**src/rtl/srap_pkg.sv**
```systemverilog
// What this block does
// - A transaction opens with an instruction byte naming register and 8 or 16 bits
// - Chip select goes low first; eight active edges latch the instruction bits
// - The edge-select pin chooses rising or falling serial clock as active edge
// - Chip select stays low all transaction; raising it resets the serial logic
// - Setting convert bit starts conversion on second divided clock fall after write
// - Both bytes of a 16-bit write commit to their registers together
// - Second byte address is address plus one if even, minus one if odd
// - Read data drive begins on the non-active edge after the instruction
// - Read data bits change only on non-active serial clock edges
// - Two-wire mode releases the shared pin after the last read data edge
// - Output pin floats only while chip select is high; both pins float then
// - After a read the port expects a new instruction byte
// - Each read byte's first bit is sent live; its other bits come from a snapshot taken at its first active edge
// - Operation does not depend on the serial clock idle level
// - Mux setting comes from start-conversion instruction low bits or register 4
// - Mux bit 3 picks differential (0) or single-ended (1)
// - In differential mode mux bit 2 swaps plus and minus lines
// - Single-ended: bits 2..0 pick one of eight lines against ground
// - Registers are eight bits wide and clear to zero on reset
// - Instruction: bit7 conversion start, bit6 read, bit5 16-bit, bits 4..0 address
// - An 8-bit write instruction to register 0 clears the six writable registers at once, then waits for a sync one
package srap_pkg;
    localparam logic [4:0] ADDR_ADC_LO     = 5'h00;
    localparam logic [4:0] ADDR_ADC_HI     = 5'h01;
    localparam logic [4:0] ADDR_PGA_VALID  = 5'h02;
    localparam logic [4:0] ADDR_AD_CTL     = 5'h03;
    localparam logic [4:0] ADDR_GAIN_MUX   = 5'h04;
    localparam logic [4:0] ADDR_DIO_STATE  = 5'h05;
    localparam logic [4:0] ADDR_DIO_CTL    = 5'h06;
    localparam logic [4:0] ADDR_REF_OSC    = 5'h07;
    localparam logic [4:0] ADDR_SI_CTL     = 5'h18;
    localparam logic [4:0] ADDR_ID         = 5'h1f;
    localparam int         INSTR_MODE_BIT  = 7;
    localparam int         INSTR_READ_BIT  = 6;
    localparam int         INSTR_LEN16_BIT = 5;
    localparam int         CONVERT_BUSY_BIT = 7;
    localparam int         SI_LSB_HI_BIT   = 7;
    localparam int         SI_LSB_LO_BIT   = 0;
    localparam int         SI_2W_HI_BIT    = 6;
    localparam int         SI_2W_LO_BIT    = 1;
    localparam logic [7:0] REG_RESET       = 8'h00;
    localparam logic [3:0] LAST_BIT_8      = 4'h7;
    localparam logic [3:0] LAST_BIT_16     = 4'hf;
    localparam logic [1:0] CONV_FALL_LAST  = 2'h1;
    // Arbitrary identification value
    localparam logic [7:0] ID_VALUE        = 8'h5a;

    typedef enum logic [2:0] {
        PH_INSTR = 3'b000,
        PH_WRITE = 3'b001,
        PH_READ  = 3'b010,
        PH_RTAIL = 3'b011,
        PH_SYNC  = 3'b100
    } srap_phase_e;
endpackage : srap_pkg

```
**src/rtl/srap_port.sv**
```systemverilog
`timescale 1ns/1ps
module srap_port
    import srap_pkg::*;
(
    input  wire logic       core_clk,
    input  wire logic       rst,
    input  wire logic       sclk,
    input  wire logic       cs_n,
    input  wire logic       sdi_in,
    input  wire logic       edge_rise_sel,
    input  wire logic       divided_conversion_clock,
    input  wire logic       conversion_done,
    input  wire logic [7:0] adc_lo_byte,
    input  wire logic [7:0] adc_hi_byte,
    input  wire logic [7:0] pga_valid_byte,
    output logic            sdo_out,
    output logic            sdo_oe,
    output logic            sdi_out,
    output logic            sdi_oe,
    output logic [7:0]      ad_control,
    output logic [7:0]      gain_mux,
    output logic [7:0]      dio_state,
    output logic [7:0]      dio_control,
    output logic [7:0]      ref_osc_control,
    output logic [7:0]      serial_if_control,
    output logic            conversion_start,
    output logic [2:0]      plus_line,
    output logic [2:0]      minus_line,
    output logic            minus_is_ground
);
    typedef struct packed {
        logic [1:0]  sclk_s;
        logic [1:0]  cs_s;
        logic [1:0]  din_s;
        logic [1:0]  esel_s;
        logic [1:0]  divided_conversion_clock_s;
        logic        sclk_d;
        logic        divided_conversion_clock_d;
        srap_phase_e phase;
        logic [3:0]  cnt;
        logic [7:0]  instr;
        logic [15:0] wdata;
        logic [7:0]  snap;
        logic        sdo;
        logic        sdo_oe;
        logic        sdi_oe;
        logic [7:0]  ad_ctl;
        logic [7:0]  gain_mux;
        logic [7:0]  dio_state;
        logic [7:0]  dio_ctl;
        logic [7:0]  ref_osc;
        logic [7:0]  si_ctl;
        logic        conv_armed;
        logic [1:0]  conv_falls;
        logic        conv_start;
        logic [3:0]  conv_mux;
        logic [2:0]  plus_line;
        logic [2:0]  minus_line;
        logic        minus_gnd;
    } srap_state_s;

    srap_state_s cur;
    srap_state_s next_cur;

    logic        cs_active;
    logic        sclk_rise;
    logic        sclk_fall;
    logic        act_edge;
    logic        nonact_edge;
    logic        divided_conversion_clock_fall;
    logic        din;
    logic        lsb_first;
    logic        two_wire;
    logic        len16;
    logic [4:0]  addr;
    logic [4:0]  cur_addr;
    logic [3:0]  last_bit;
    logic [7:0]  live_byte;
    logic [7:0]  new_instr;

    function automatic logic [4:0] pair_addr(input logic [4:0] a);
        pair_addr = a[0] ? (a - 5'h01) : (a + 5'h01);
    endfunction : pair_addr

    function automatic logic [2:0] bit_slot(input logic [2:0] pos, input logic lsb);
        bit_slot = lsb ? pos : (3'h7 - pos);
    endfunction : bit_slot

    function automatic logic [7:0] read_reg(input logic [4:0] a, input srap_state_s s);
        case (a)
            ADDR_ADC_LO:    read_reg = adc_lo_byte;
            ADDR_ADC_HI:    read_reg = adc_hi_byte;
            ADDR_PGA_VALID: read_reg = pga_valid_byte;
            ADDR_AD_CTL:    read_reg = s.ad_ctl;
            ADDR_GAIN_MUX:  read_reg = s.gain_mux;
            ADDR_DIO_STATE: read_reg = s.dio_state;
            ADDR_DIO_CTL:   read_reg = s.dio_ctl;
            ADDR_REF_OSC:   read_reg = s.ref_osc;
            ADDR_SI_CTL:    read_reg = s.si_ctl;
            ADDR_ID:        read_reg = ID_VALUE;
            default:        read_reg = 8'h00;
        endcase
    endfunction : read_reg

    function automatic srap_state_s write_reg(input srap_state_s s, input logic [4:0] a,
                                               input logic [7:0] d);
        srap_state_s r;
        r = s;
        case (a)
            ADDR_AD_CTL:    r.ad_ctl = d;
            ADDR_GAIN_MUX:  r.gain_mux = d;
            ADDR_DIO_STATE: r.dio_state = d;
            ADDR_DIO_CTL:   r.dio_ctl = d;
            ADDR_REF_OSC:   r.ref_osc = d;
            ADDR_SI_CTL:    r.si_ctl = d;
            default:        r.si_ctl = s.si_ctl;
        endcase
        write_reg = r;
    endfunction : write_reg

    // Decode of a mux code into the lines feeding the amplifier inputs
    function automatic srap_state_s start_conv(input srap_state_s s, input logic [3:0] m);
        srap_state_s r;
        r = s;
        r.conv_start = 1'b1;
        r.conv_mux = m;
        if (m[3]) begin
            r.plus_line = m[2:0];
            r.minus_line = 3'h0;
            r.minus_gnd = 1'b1;
        end else begin
            r.plus_line = {m[1:0], m[2]};
            r.minus_line = {m[1:0], ~m[2]};
            r.minus_gnd = 1'b0;
        end
        start_conv = r;
    endfunction : start_conv

    // Edges come from synchronised copies only; the idle level never matters
    assign cs_active   = ~cur.cs_s[1];
    assign din         = cur.din_s[1];
    assign sclk_rise   = cur.sclk_s[1] & ~cur.sclk_d;
    assign sclk_fall   = ~cur.sclk_s[1] & cur.sclk_d;
    assign act_edge    = cur.esel_s[1] ? sclk_rise : sclk_fall;
    assign nonact_edge = cur.esel_s[1] ? sclk_fall : sclk_rise;
    assign divided_conversion_clock_fall   = cur.divided_conversion_clock_d & ~cur.divided_conversion_clock_s[1];
    assign lsb_first   = cur.si_ctl[SI_LSB_HI_BIT] | cur.si_ctl[SI_LSB_LO_BIT];
    assign two_wire    = cur.si_ctl[SI_2W_HI_BIT] | cur.si_ctl[SI_2W_LO_BIT];
    assign len16       = cur.instr[INSTR_LEN16_BIT];
    assign addr        = cur.instr[4:0];
    assign cur_addr    = cur.cnt[3] ? pair_addr(addr) : addr;
    assign last_bit    = len16 ? LAST_BIT_16 : LAST_BIT_8;
    assign live_byte   = read_reg(cur_addr, cur);
    assign new_instr   = {cur.instr[6:0], din};

    always_comb begin
        next_cur = cur;
        next_cur.sclk_s = {cur.sclk_s[0], sclk};
        next_cur.cs_s   = {cur.cs_s[0], cs_n};
        next_cur.din_s  = {cur.din_s[0], sdi_in};
        next_cur.esel_s = {cur.esel_s[0], edge_rise_sel};
        next_cur.divided_conversion_clock_s = {cur.divided_conversion_clock_s[0], divided_conversion_clock};
        next_cur.sclk_d = cur.sclk_s[1];
        next_cur.divided_conversion_clock_d = cur.divided_conversion_clock_s[1];
        next_cur.conv_start = 1'b0;

        if (conversion_done) begin
            next_cur.gain_mux[CONVERT_BUSY_BIT] = 1'b0;
            next_cur.dio_state[CONVERT_BUSY_BIT] = 1'b0;
        end
        if (cur.conv_armed && divided_conversion_clock_fall) begin
            next_cur.conv_falls = cur.conv_falls + 2'h1;
            if (cur.conv_falls == CONV_FALL_LAST) begin
                next_cur.conv_armed = 1'b0;
                next_cur = start_conv(next_cur, cur.conv_mux);
            end
        end

        if (!cs_active) begin
            next_cur.phase = PH_INSTR;
            next_cur.cnt = 4'h0;
            next_cur.sdo_oe = 1'b0;
            next_cur.sdi_oe = 1'b0;
        end else begin
            next_cur.sdo_oe = 1'b1;
            case (cur.phase)
                PH_INSTR: begin
                    if (act_edge) begin
                        next_cur.instr = new_instr;
                        next_cur.cnt = cur.cnt + 4'h1;
                        if (cur.cnt == LAST_BIT_8) begin
                            next_cur.cnt = 4'h0;
                            if (new_instr[INSTR_MODE_BIT]) begin
                                next_cur = start_conv(next_cur, new_instr[3:0]);
                            end else if (new_instr[INSTR_READ_BIT]) begin
                                next_cur.phase = PH_READ;
                            end else if (!new_instr[INSTR_LEN16_BIT] &&
                                         new_instr[4:0] == ADDR_ADC_LO) begin
                                // The six writable registers and any armed start clear, then waits for a sync one on data
                                next_cur.ad_ctl = REG_RESET;
                                next_cur.gain_mux = REG_RESET;
                                next_cur.dio_state = REG_RESET;
                                next_cur.dio_ctl = REG_RESET;
                                next_cur.ref_osc = REG_RESET;
                                next_cur.si_ctl = REG_RESET;
                                next_cur.conv_armed = 1'b0;
                                next_cur.phase = PH_SYNC;
                            end else begin
                                next_cur.phase = PH_WRITE;
                            end
                        end
                    end
                end
                PH_WRITE: begin
                    if (act_edge) begin
                        next_cur.wdata[{cur.cnt[3], bit_slot(cur.cnt[2:0], lsb_first)}] = din;
                        next_cur.cnt = cur.cnt + 4'h1;
                        if (cur.cnt == last_bit) begin
                            // One cycle commits both bytes together
                            next_cur = write_reg(next_cur, addr, next_cur.wdata[7:0]);
                            if (len16) begin
                                next_cur = write_reg(next_cur, pair_addr(addr),
                                                     next_cur.wdata[15:8]);
                            end
                            if (next_cur.gain_mux[CONVERT_BUSY_BIT] &&
                                !cur.gain_mux[CONVERT_BUSY_BIT] ||
                                next_cur.dio_state[CONVERT_BUSY_BIT] &&
                                !cur.dio_state[CONVERT_BUSY_BIT]) begin
                                next_cur.conv_armed = 1'b1;
                                next_cur.conv_falls = 2'h0;
                                next_cur.conv_mux = next_cur.gain_mux[3:0];
                            end
                            next_cur.phase = PH_INSTR;
                            next_cur.cnt = 4'h0;
                        end
                    end
                end
                PH_READ: begin
                    if (act_edge) begin
                        if (cur.cnt[2:0] == 3'h0) begin
                            next_cur.snap = live_byte;
                        end
                        next_cur.cnt = cur.cnt + 4'h1;
                        if (cur.cnt == last_bit) begin
                            next_cur.phase = PH_RTAIL;
                        end
                    end else if (nonact_edge) begin
                        // First bit of a byte goes out before its snapshot exists
                        next_cur.sdo = (cur.cnt[2:0] == 3'h0) ?
                            live_byte[bit_slot(cur.cnt[2:0], lsb_first)] :
                            cur.snap[bit_slot(cur.cnt[2:0], lsb_first)];
                        next_cur.sdi_oe = two_wire;
                    end
                end
                PH_RTAIL: begin
                    if (nonact_edge) begin
                        next_cur.sdi_oe = 1'b0;
                        next_cur.phase = PH_INSTR;
                        next_cur.cnt = 4'h0;
                    end
                end
                PH_SYNC: begin
                    // Stays here until a one arrives, so the next bit opens a fresh instruction
                    if (act_edge && din) begin
                        next_cur.phase = PH_INSTR;
                        next_cur.cnt = 4'h0;
                    end
                end
                default: begin
                    next_cur.phase = PH_INSTR;
                    next_cur.cnt = 4'h0;
                end
            endcase
        end
    end

    always_ff @(posedge core_clk or posedge rst) begin
        if (rst) begin
            cur <= '0;
            cur.cs_s <= 2'h3;
        end else begin
            cur <= next_cur;
        end
    end

    assign sdo_out           = cur.sdo;
    assign sdo_oe            = cur.sdo_oe;
    // One bit register feeds both pins; only the enables tell them apart
    assign sdi_out           = cur.sdo;
    assign sdi_oe            = cur.sdi_oe;
    assign ad_control        = cur.ad_ctl;
    assign gain_mux          = cur.gain_mux;
    assign dio_state         = cur.dio_state;
    assign dio_control       = cur.dio_ctl;
    assign ref_osc_control   = cur.ref_osc;
    assign serial_if_control = cur.si_ctl;
    assign conversion_start  = cur.conv_start;
    assign plus_line         = cur.plus_line;
    assign minus_line        = cur.minus_line;
    assign minus_is_ground   = cur.minus_gnd;
endmodule : srap_port

```
**config.mk**
```make
export PLATFORM = sky130hd
export DESIGN_NAME = srap_port
export DESIGN_NICKNAME = d
export VERILOG_FILES = /design/src/rtl/srap_pkg.sv /design/src/rtl/srap_port.sv
export SDC_FILE = /design/constraint.sdc
export NUM_CORES = 1
export LEC_CHECK = 0
export BUFFER_PORTS_ARGS = -buffer_cell sky130_fd_sc_hd__buf_2
export CORE_MARGIN = 2
export CORE_UTILIZATION = 57
export DETAILED_ROUTE_END_ITERATION = 12
export MAX_ROUTING_LAYER = met4
export PLACE_DENSITY = 0.78
export SETUP_SLACK_MARGIN = 0.3
export SLEW_MARGIN = 20
export SYNTH_ARGS = -nofsm -noshare
export SYNTH_HDL_FRONTEND = slang
export SYNTH_SLANG_ARGS = --single-unit
```
**constraint.sdc**
```tcl
create_clock -name core_clk -period 5.1 [get_ports core_clk]
set_input_delay 0.255 -clock core_clk [delete_from_list [all_inputs] [get_ports core_clk]]
set_output_delay 0.255 -clock core_clk [all_outputs]
set_load 0.02 [all_outputs]
```
# After elaboration in Yosys (flattened, before gate mapping)

Cells that the tools add are included.

Reduce and logical (&&, ||, !) cells: 14
Multiplexer cells: 74
Bitwise operators: 10
Magnitude comparators: 3
Equality and inequality tests: 28
$add $sub $neg: 5

Operator list:

| operator             | number |
|---|---|
| $mux W117            | 6 |
| $mux W105            | 2 |
| $mux W49             | 3 |
| $mux W63             | 2 |
| $pmux W63 S2         | 1 |
| $mux W8              | 14 |
| $pmux W8 S10         | 1 |
| $eq A5 B3 Y1 const B | 12 |
| $pmux W24 S2         | 1 |
| $mux W7              | 6 |
| $pmux W7 S5          | 1 |
| $mux W33             | 1 |
| $mux W15             | 2 |
| $pmux W9 S3          | 1 |
| $mux W12             | 2 |
| $pmux W12 S2         | 1 |
| $eq A5 B2 Y1 const B | 4 |
| $eq A5 B5 Y1 const B | 4 |
| $mux W3              | 6 |
| $bwmux W16           | 1 |
| $mux W1              | 13 |
| $logic_not A5 Y1     | 2 |
| $mux W5              | 2 |
| $mux W4              | 2 |
| 27 further kinds     | 44 |

Register bits: 117
Input port bits: 32
Output and inout bits: 60

# Longest topological paths before layout

Word-level depth: 21
Depth in mapped cells: 15
Mapped depth without buffers: 11

# Worst setup path after synthesis

OpenSTA, ideal clock, no wires.

Kind: reg2reg
Start point: register cur (netlist bit addr[0])
End point: register cur[10] in the netlist's numbering
Required time: 4.975 ns
Data arrival time: 3.262 ns
Library setup time: 0.125 ns
Path buffers: 2
Setup slack: 1.713 ns
Cell stages (with the launch flop): 14
Path through: dfrtp_1 -> inv_1 -> clkbuf_1 -> ha_1 -> buf_2 -> a21oi_1 -> o21bai_1 -> xor2_1 -> nor3b_2 -> nand3_2 -> mux2i_1 -> o22a_1 -> a21oi_4 -> mux2_2

Cells in the longest elaborated chain, start to end: 16

Ends and longest elaborated chain:

| element                                        | RTL line                           | text |
|---|---|---|
| start, declared                                | srap_port.sv:62                    | `srap_state_s cur;` |
| start signal, assigned                         | srap_port.sv:282                   | `cur <= next_cur;` |
| $add A5 B1 Y5 or $sub A5 B1 Y5 (tied branches) | srap_port.sv:82                    | `pair_addr = a[0] ? (a - 5'h01) : (a + 5'h01);` |
| $mux W5                                        | srap_port.sv:82                    |  |
| $eq A5 B3 Y1                                   | srap_port.sv:109                   | `case (a)` |
| $mux W8                                        | srap_port.sv:109                   |  |
| $mux W63 (*)                                   | srap_port.sv:221                   | `if (len16) begin` |
| $mux W117 (*)                                  | srap_port.sv:218                   | `if (cur.cnt == last_bit) begin` |
| $mux W117 (*)                                  | srap_port.sv:215                   | `if (act_edge) begin` |
| $mux W117 (*)                                  | srap_port.sv:186                   | `case (cur.phase)` |
| $mux W117 (*)                                  | srap_port.sv:179                   | `if (!cs_active) begin` |
| $logic_and A1 B1 Y1, on equally long branches  | srap_port.sv:225, srap_port.sv:227 |  |
| $logic_or A1 B1 Y1                             | srap_port.sv:226                   | `!cur.gain_mux[CONVERT_BUSY_BIT] \|\|` |
| $mux W4 (*)                                    | srap_port.sv:225                   | `if (next_cur.gain_mux[CONVERT_BUSY_BIT] &&` |
| $mux W117 (*)                                  | srap_port.sv:218                   |  |
| $mux W117 (*)                                  | srap_port.sv:215                   |  |
| $pmux W63 S2 (*)                               | srap_port.sv:186                   |  |
| $mux W63 (*)                                   | srap_port.sv:179                   |  |

Mark *: on every way between the ends. The rest lies on a longest branch, timed or not. The select of a mux whose other input is x is not followed.

# Final worst setup path

Start point: register cur (netlist bit addr[0])
End point: register cur[7] in the netlist's numbering

Same word-level chain as after synthesis.

==> results by group <==
Layout
  – # fillers: 1,136
  – Multi-input logic area: between 4000 and 5000 sq um
  – Layout cells sized above 1: 20.3%
  – Ant diodes: 0
  – Core Util, Final: 64.8%
  – # nets final: 972
  – Area added between synthesis and finish: 10.1%
  – Storage cell area: 2910 sq um

Routing
  – Iteration-0 DRC Markers: roughly 1,100
  – DR vias: 7,167
  – Post-DRT Antenna Nets: 0
  – DRT Wirelength: between 20,000 and 25,000 um
  – # DRC: 0
  – Pre-antenna DRT Iters: 6
  – Vias per cell: 6.41
  – DR WL/cell: 21.4 um

Timing
  – F_max: 239 MHz
  – Setup-failing EPs final: 0
  – Final Max Slew Viols: 0
  – RSZ-0062 raised after global routing: false
  – WHS: 0.0266 ns
  – Skew final: around 0.008 ns
  – Crit path time final: roughly 4.2 ns
  – Setup ws final: 0.911 ns
  – Actual slew at the worst max-slew pin: 1.20 ns
  – Relative slew slack: 17.7%
  – Tcrit/Tclk final: just over 80%
  – Post-route setup TNS: 0 ns
  – Final Hold Fails: 0

Floorplan
  – Top-level I/O count: 92
  – Initial core utilization: 58.9%
  – Die height: 122 um
  – Area of the core: 13,400 sq um
  – Die ar.: 14,800 sq um
  – Row Count: 42
  – Die Width: between 100 and 150 um

Synthesis
  – Cell taking the most area after synthesis: dfrtp_1
  – Post-synth EDFFs: 0
  – Netlist cell types: 66
  – Post-Syn Area per Cell: 8.62 sq um
  – Multiplexer share of the synthesized area: 14.1%
  – Primary FF master, synth: dfrtp_1
  – Register bit total from synthesis: between 100 and 150
  – Seq/Total Area, Yosys: 36.8%
  – Yosys top cell area share: 36.2%
  – Post-Synth Adder-Cell Area: 1.74%
  – Post-synthesis xor/xnor area fraction: 1.21%
  – Yosys Warn Count: 0
  – Most common cell in the netlist: dfrtp_1
  – Top cells by count, synth: dfrtp_1, nand2_1, nor2_1
  – Main area contributors after synthesis: dfrtp_1, mux2i_1, mux2_2
  – Simple-gate share of the synthesized area: 16.3%
  – Mapped Nets: 958
  – Largest family of logic cells by synthesized area: compound AO/OA/AOI/OAI gates
  – Async SR Flop Fraction: 100%
  – Post-Synthesis Cells: roughly 900
  – Synth Area in Compound Gates: 20.8%
  – Synthesized area: approximately 8000 sq um

Placed design
  – DP Worst Slack: about 1.0 ns
  – DP HPWL: between 15,000 and 20,000 um
  – GP Congestion: ~1.0
  – Buffers on Ports: 91

Min path
  – Hold WC Path Type: in2async

Setup path
  – Worst Path Max Fanout: 28
  – Critical Path Source Type: flip-flop
  – CP required: 5.41 ns
  – CP arrival: 4.50 ns
  – Crit end category: flip-flop
  – WS Path Type: reg2reg
  – Setup slack, reg-to-reg: about 0.91 ns

Clocking
  – TritonCTS Sinks: 116
  – Clk Latency, worst-skew pair: 0.42 ns
  – Num CTS Buffers: 17
  – CTS resizes: 0
  – Max clock buf depth: 2
  – CTS root buffer: clkbuf_16
  – Max H-tree Level: 4
  – CTS tree: done
  – # Post-CTS Setup Buffers: 0
  – Reg clk slew, reported paths: around 0.060 ns

Global routing
  – Vias in the first global route: 6,644
  – Pin count of the biggest net entering global routing: 72
  – Global-route wire length before repair: approximately 37,000 um
  – Total Routing Usage GR: between 30% and 40%
  – Grt total ovfl: 0
  – Initial antenna violation count: 0

Power
  – Pleak: 3.97 nW
  – Power Density: 272 nW/um^2
  – Max IR drop VDD: ~0.29 mV

Job
  – Max-capacitance violation count: 0

Outcome
  – Status: finished clean
registers in the layout, summed over array words and instances, names as in the netlist:
signal and flops:
minus_line 3, dio_state 8, minus_is_ground 1, addr 5, conversion_start 1, ad_control 8, sdi_oe 1, ref_osc_control 8
sdi_out 1, serial_if_control 8, cur 52, dio_control 8, sdo_oe 1, gain_mux 8, plus_line 3
power breakdown:
group          leakage (nW)  internal, W  switching (W)  total, W
combinational          2.13    0.0000757       0.000125  0.000201
clock                 0.279     0.000780       0.000443   0.00122
sequential             1.56     0.000929      0.0000118  0.000941
total                  3.97      0.00178       0.000580   0.00236
layer usage:
| metal | wire (um) | up-vias | GRT usage, % | part of all wire, % |
|---|---|---|---|---|
| met1 | 9560 | 3364 | 46.2 | 40 |
| met5 | 0 | - | - | 0 |
| met3 | 2950 | 88 | 11.0 | 12 |
| met4 | 881 | 0 | 13.4 | 3.7 |
| li1 | - | 3278 | - | - |
| met2 | 10600 | 437 | 48.9 | 44 |
stage by stage:
step	std cells	total power [W]	instance area [sq um]
after global placement	1081	0.00115	8030
after floorplan	915	0.00109	7890
final	1118	0.00236	8680
after CTS	1118	0.00237	8680
after global routing	1118	0.00244	8680
after detailed placement	1081	0.00115	8030
cell usage in the layout, fill, tap and decap left out, types with 4 or more instances in the layout:
cell type / instances
a21oi_1: 76
clkinvlp_4: 5
o211ai_1: 11
a22o_1: 17
dlygate4sd3_1: 5
o22ai_1: 6
o21ai_0: 76
nor2b_1: 10
and3_1: 7
a211oi_1: 8
xnor2_1: 7
nor3_1: 23
nand3_1: 17
mux4_2: 4
dfrtp_1: 114
nand2_1: 103
buf_2: 91
nor2_1: 99
nand2b_1: 4
a221oi_1: 21
o22a_1: 6
inv_1: 14
and2_1: 5
mux2i_1: 58
ha_1: 11
or3_1: 4
mux2_2: 38
clkbuf_16: 17
buf_4: 13
repair_timing:
item | in CTS | in global routing
endpoints found under the hold margin | 5 | 0
hold buffers | 5 | 0
endpoints found under the setup margin | 0 | 0
cells by family (layout without fill, tap and decap cells):
family                     after synthesis  in the layout
DFF                                    116            116
buffers and inverters                  129            156
AOI/OAI and AO/OA                      258            258
and+or+nand+nor                        290            290
adders and majority gates               11             11
muxes                                  101            101
xor gates and xnor gates                10             10
path summary, 6_finish.rpt:
check	cells after the start	to	startpoint
worst max-delay path	12	cur[7]	addr[0]
max in group asynchronous	3	cur[110]	rst
worst min-delay path	2	ref_osc_control[2]	rst
worst min register to register	0	cur[108]	cur[107]
worst max register to register	12	cur[7]	addr[0]
min in group core_clk	2	gain_mux[7]	conversion_done
area by class of cell:
| class | count | share of cell area, % |
|---|---|---|
| Multi-Input combinational cell | 670 | 49.4 |
| Sequential cell | 116 | 33.5 |
| Timing Repair Buffer | 109 | 6.95 |
| Clock buffer | 20 | 5.14 |
| Tap cell | 176 | 2.54 |
| Clock inverter | 12 | 1.79 |
| Inverter | 15 | 0.677 |
worst max-delay path, stage by stage, from the launching register on:
cell	delay, ns
dfrtp_1	0.32
buf_4	0.30
inv_1	0.31
ha_1	0.57
a21oi_1	0.11
o21bai_1	0.24
xor2_1	0.20
nor3b_2	0.38
nand3_1	0.51
mux2i_1	0.26
o22a_1	0.28
a21oi_4	0.22
mux2_2	0.36
(Power assumes the default switching activity.)
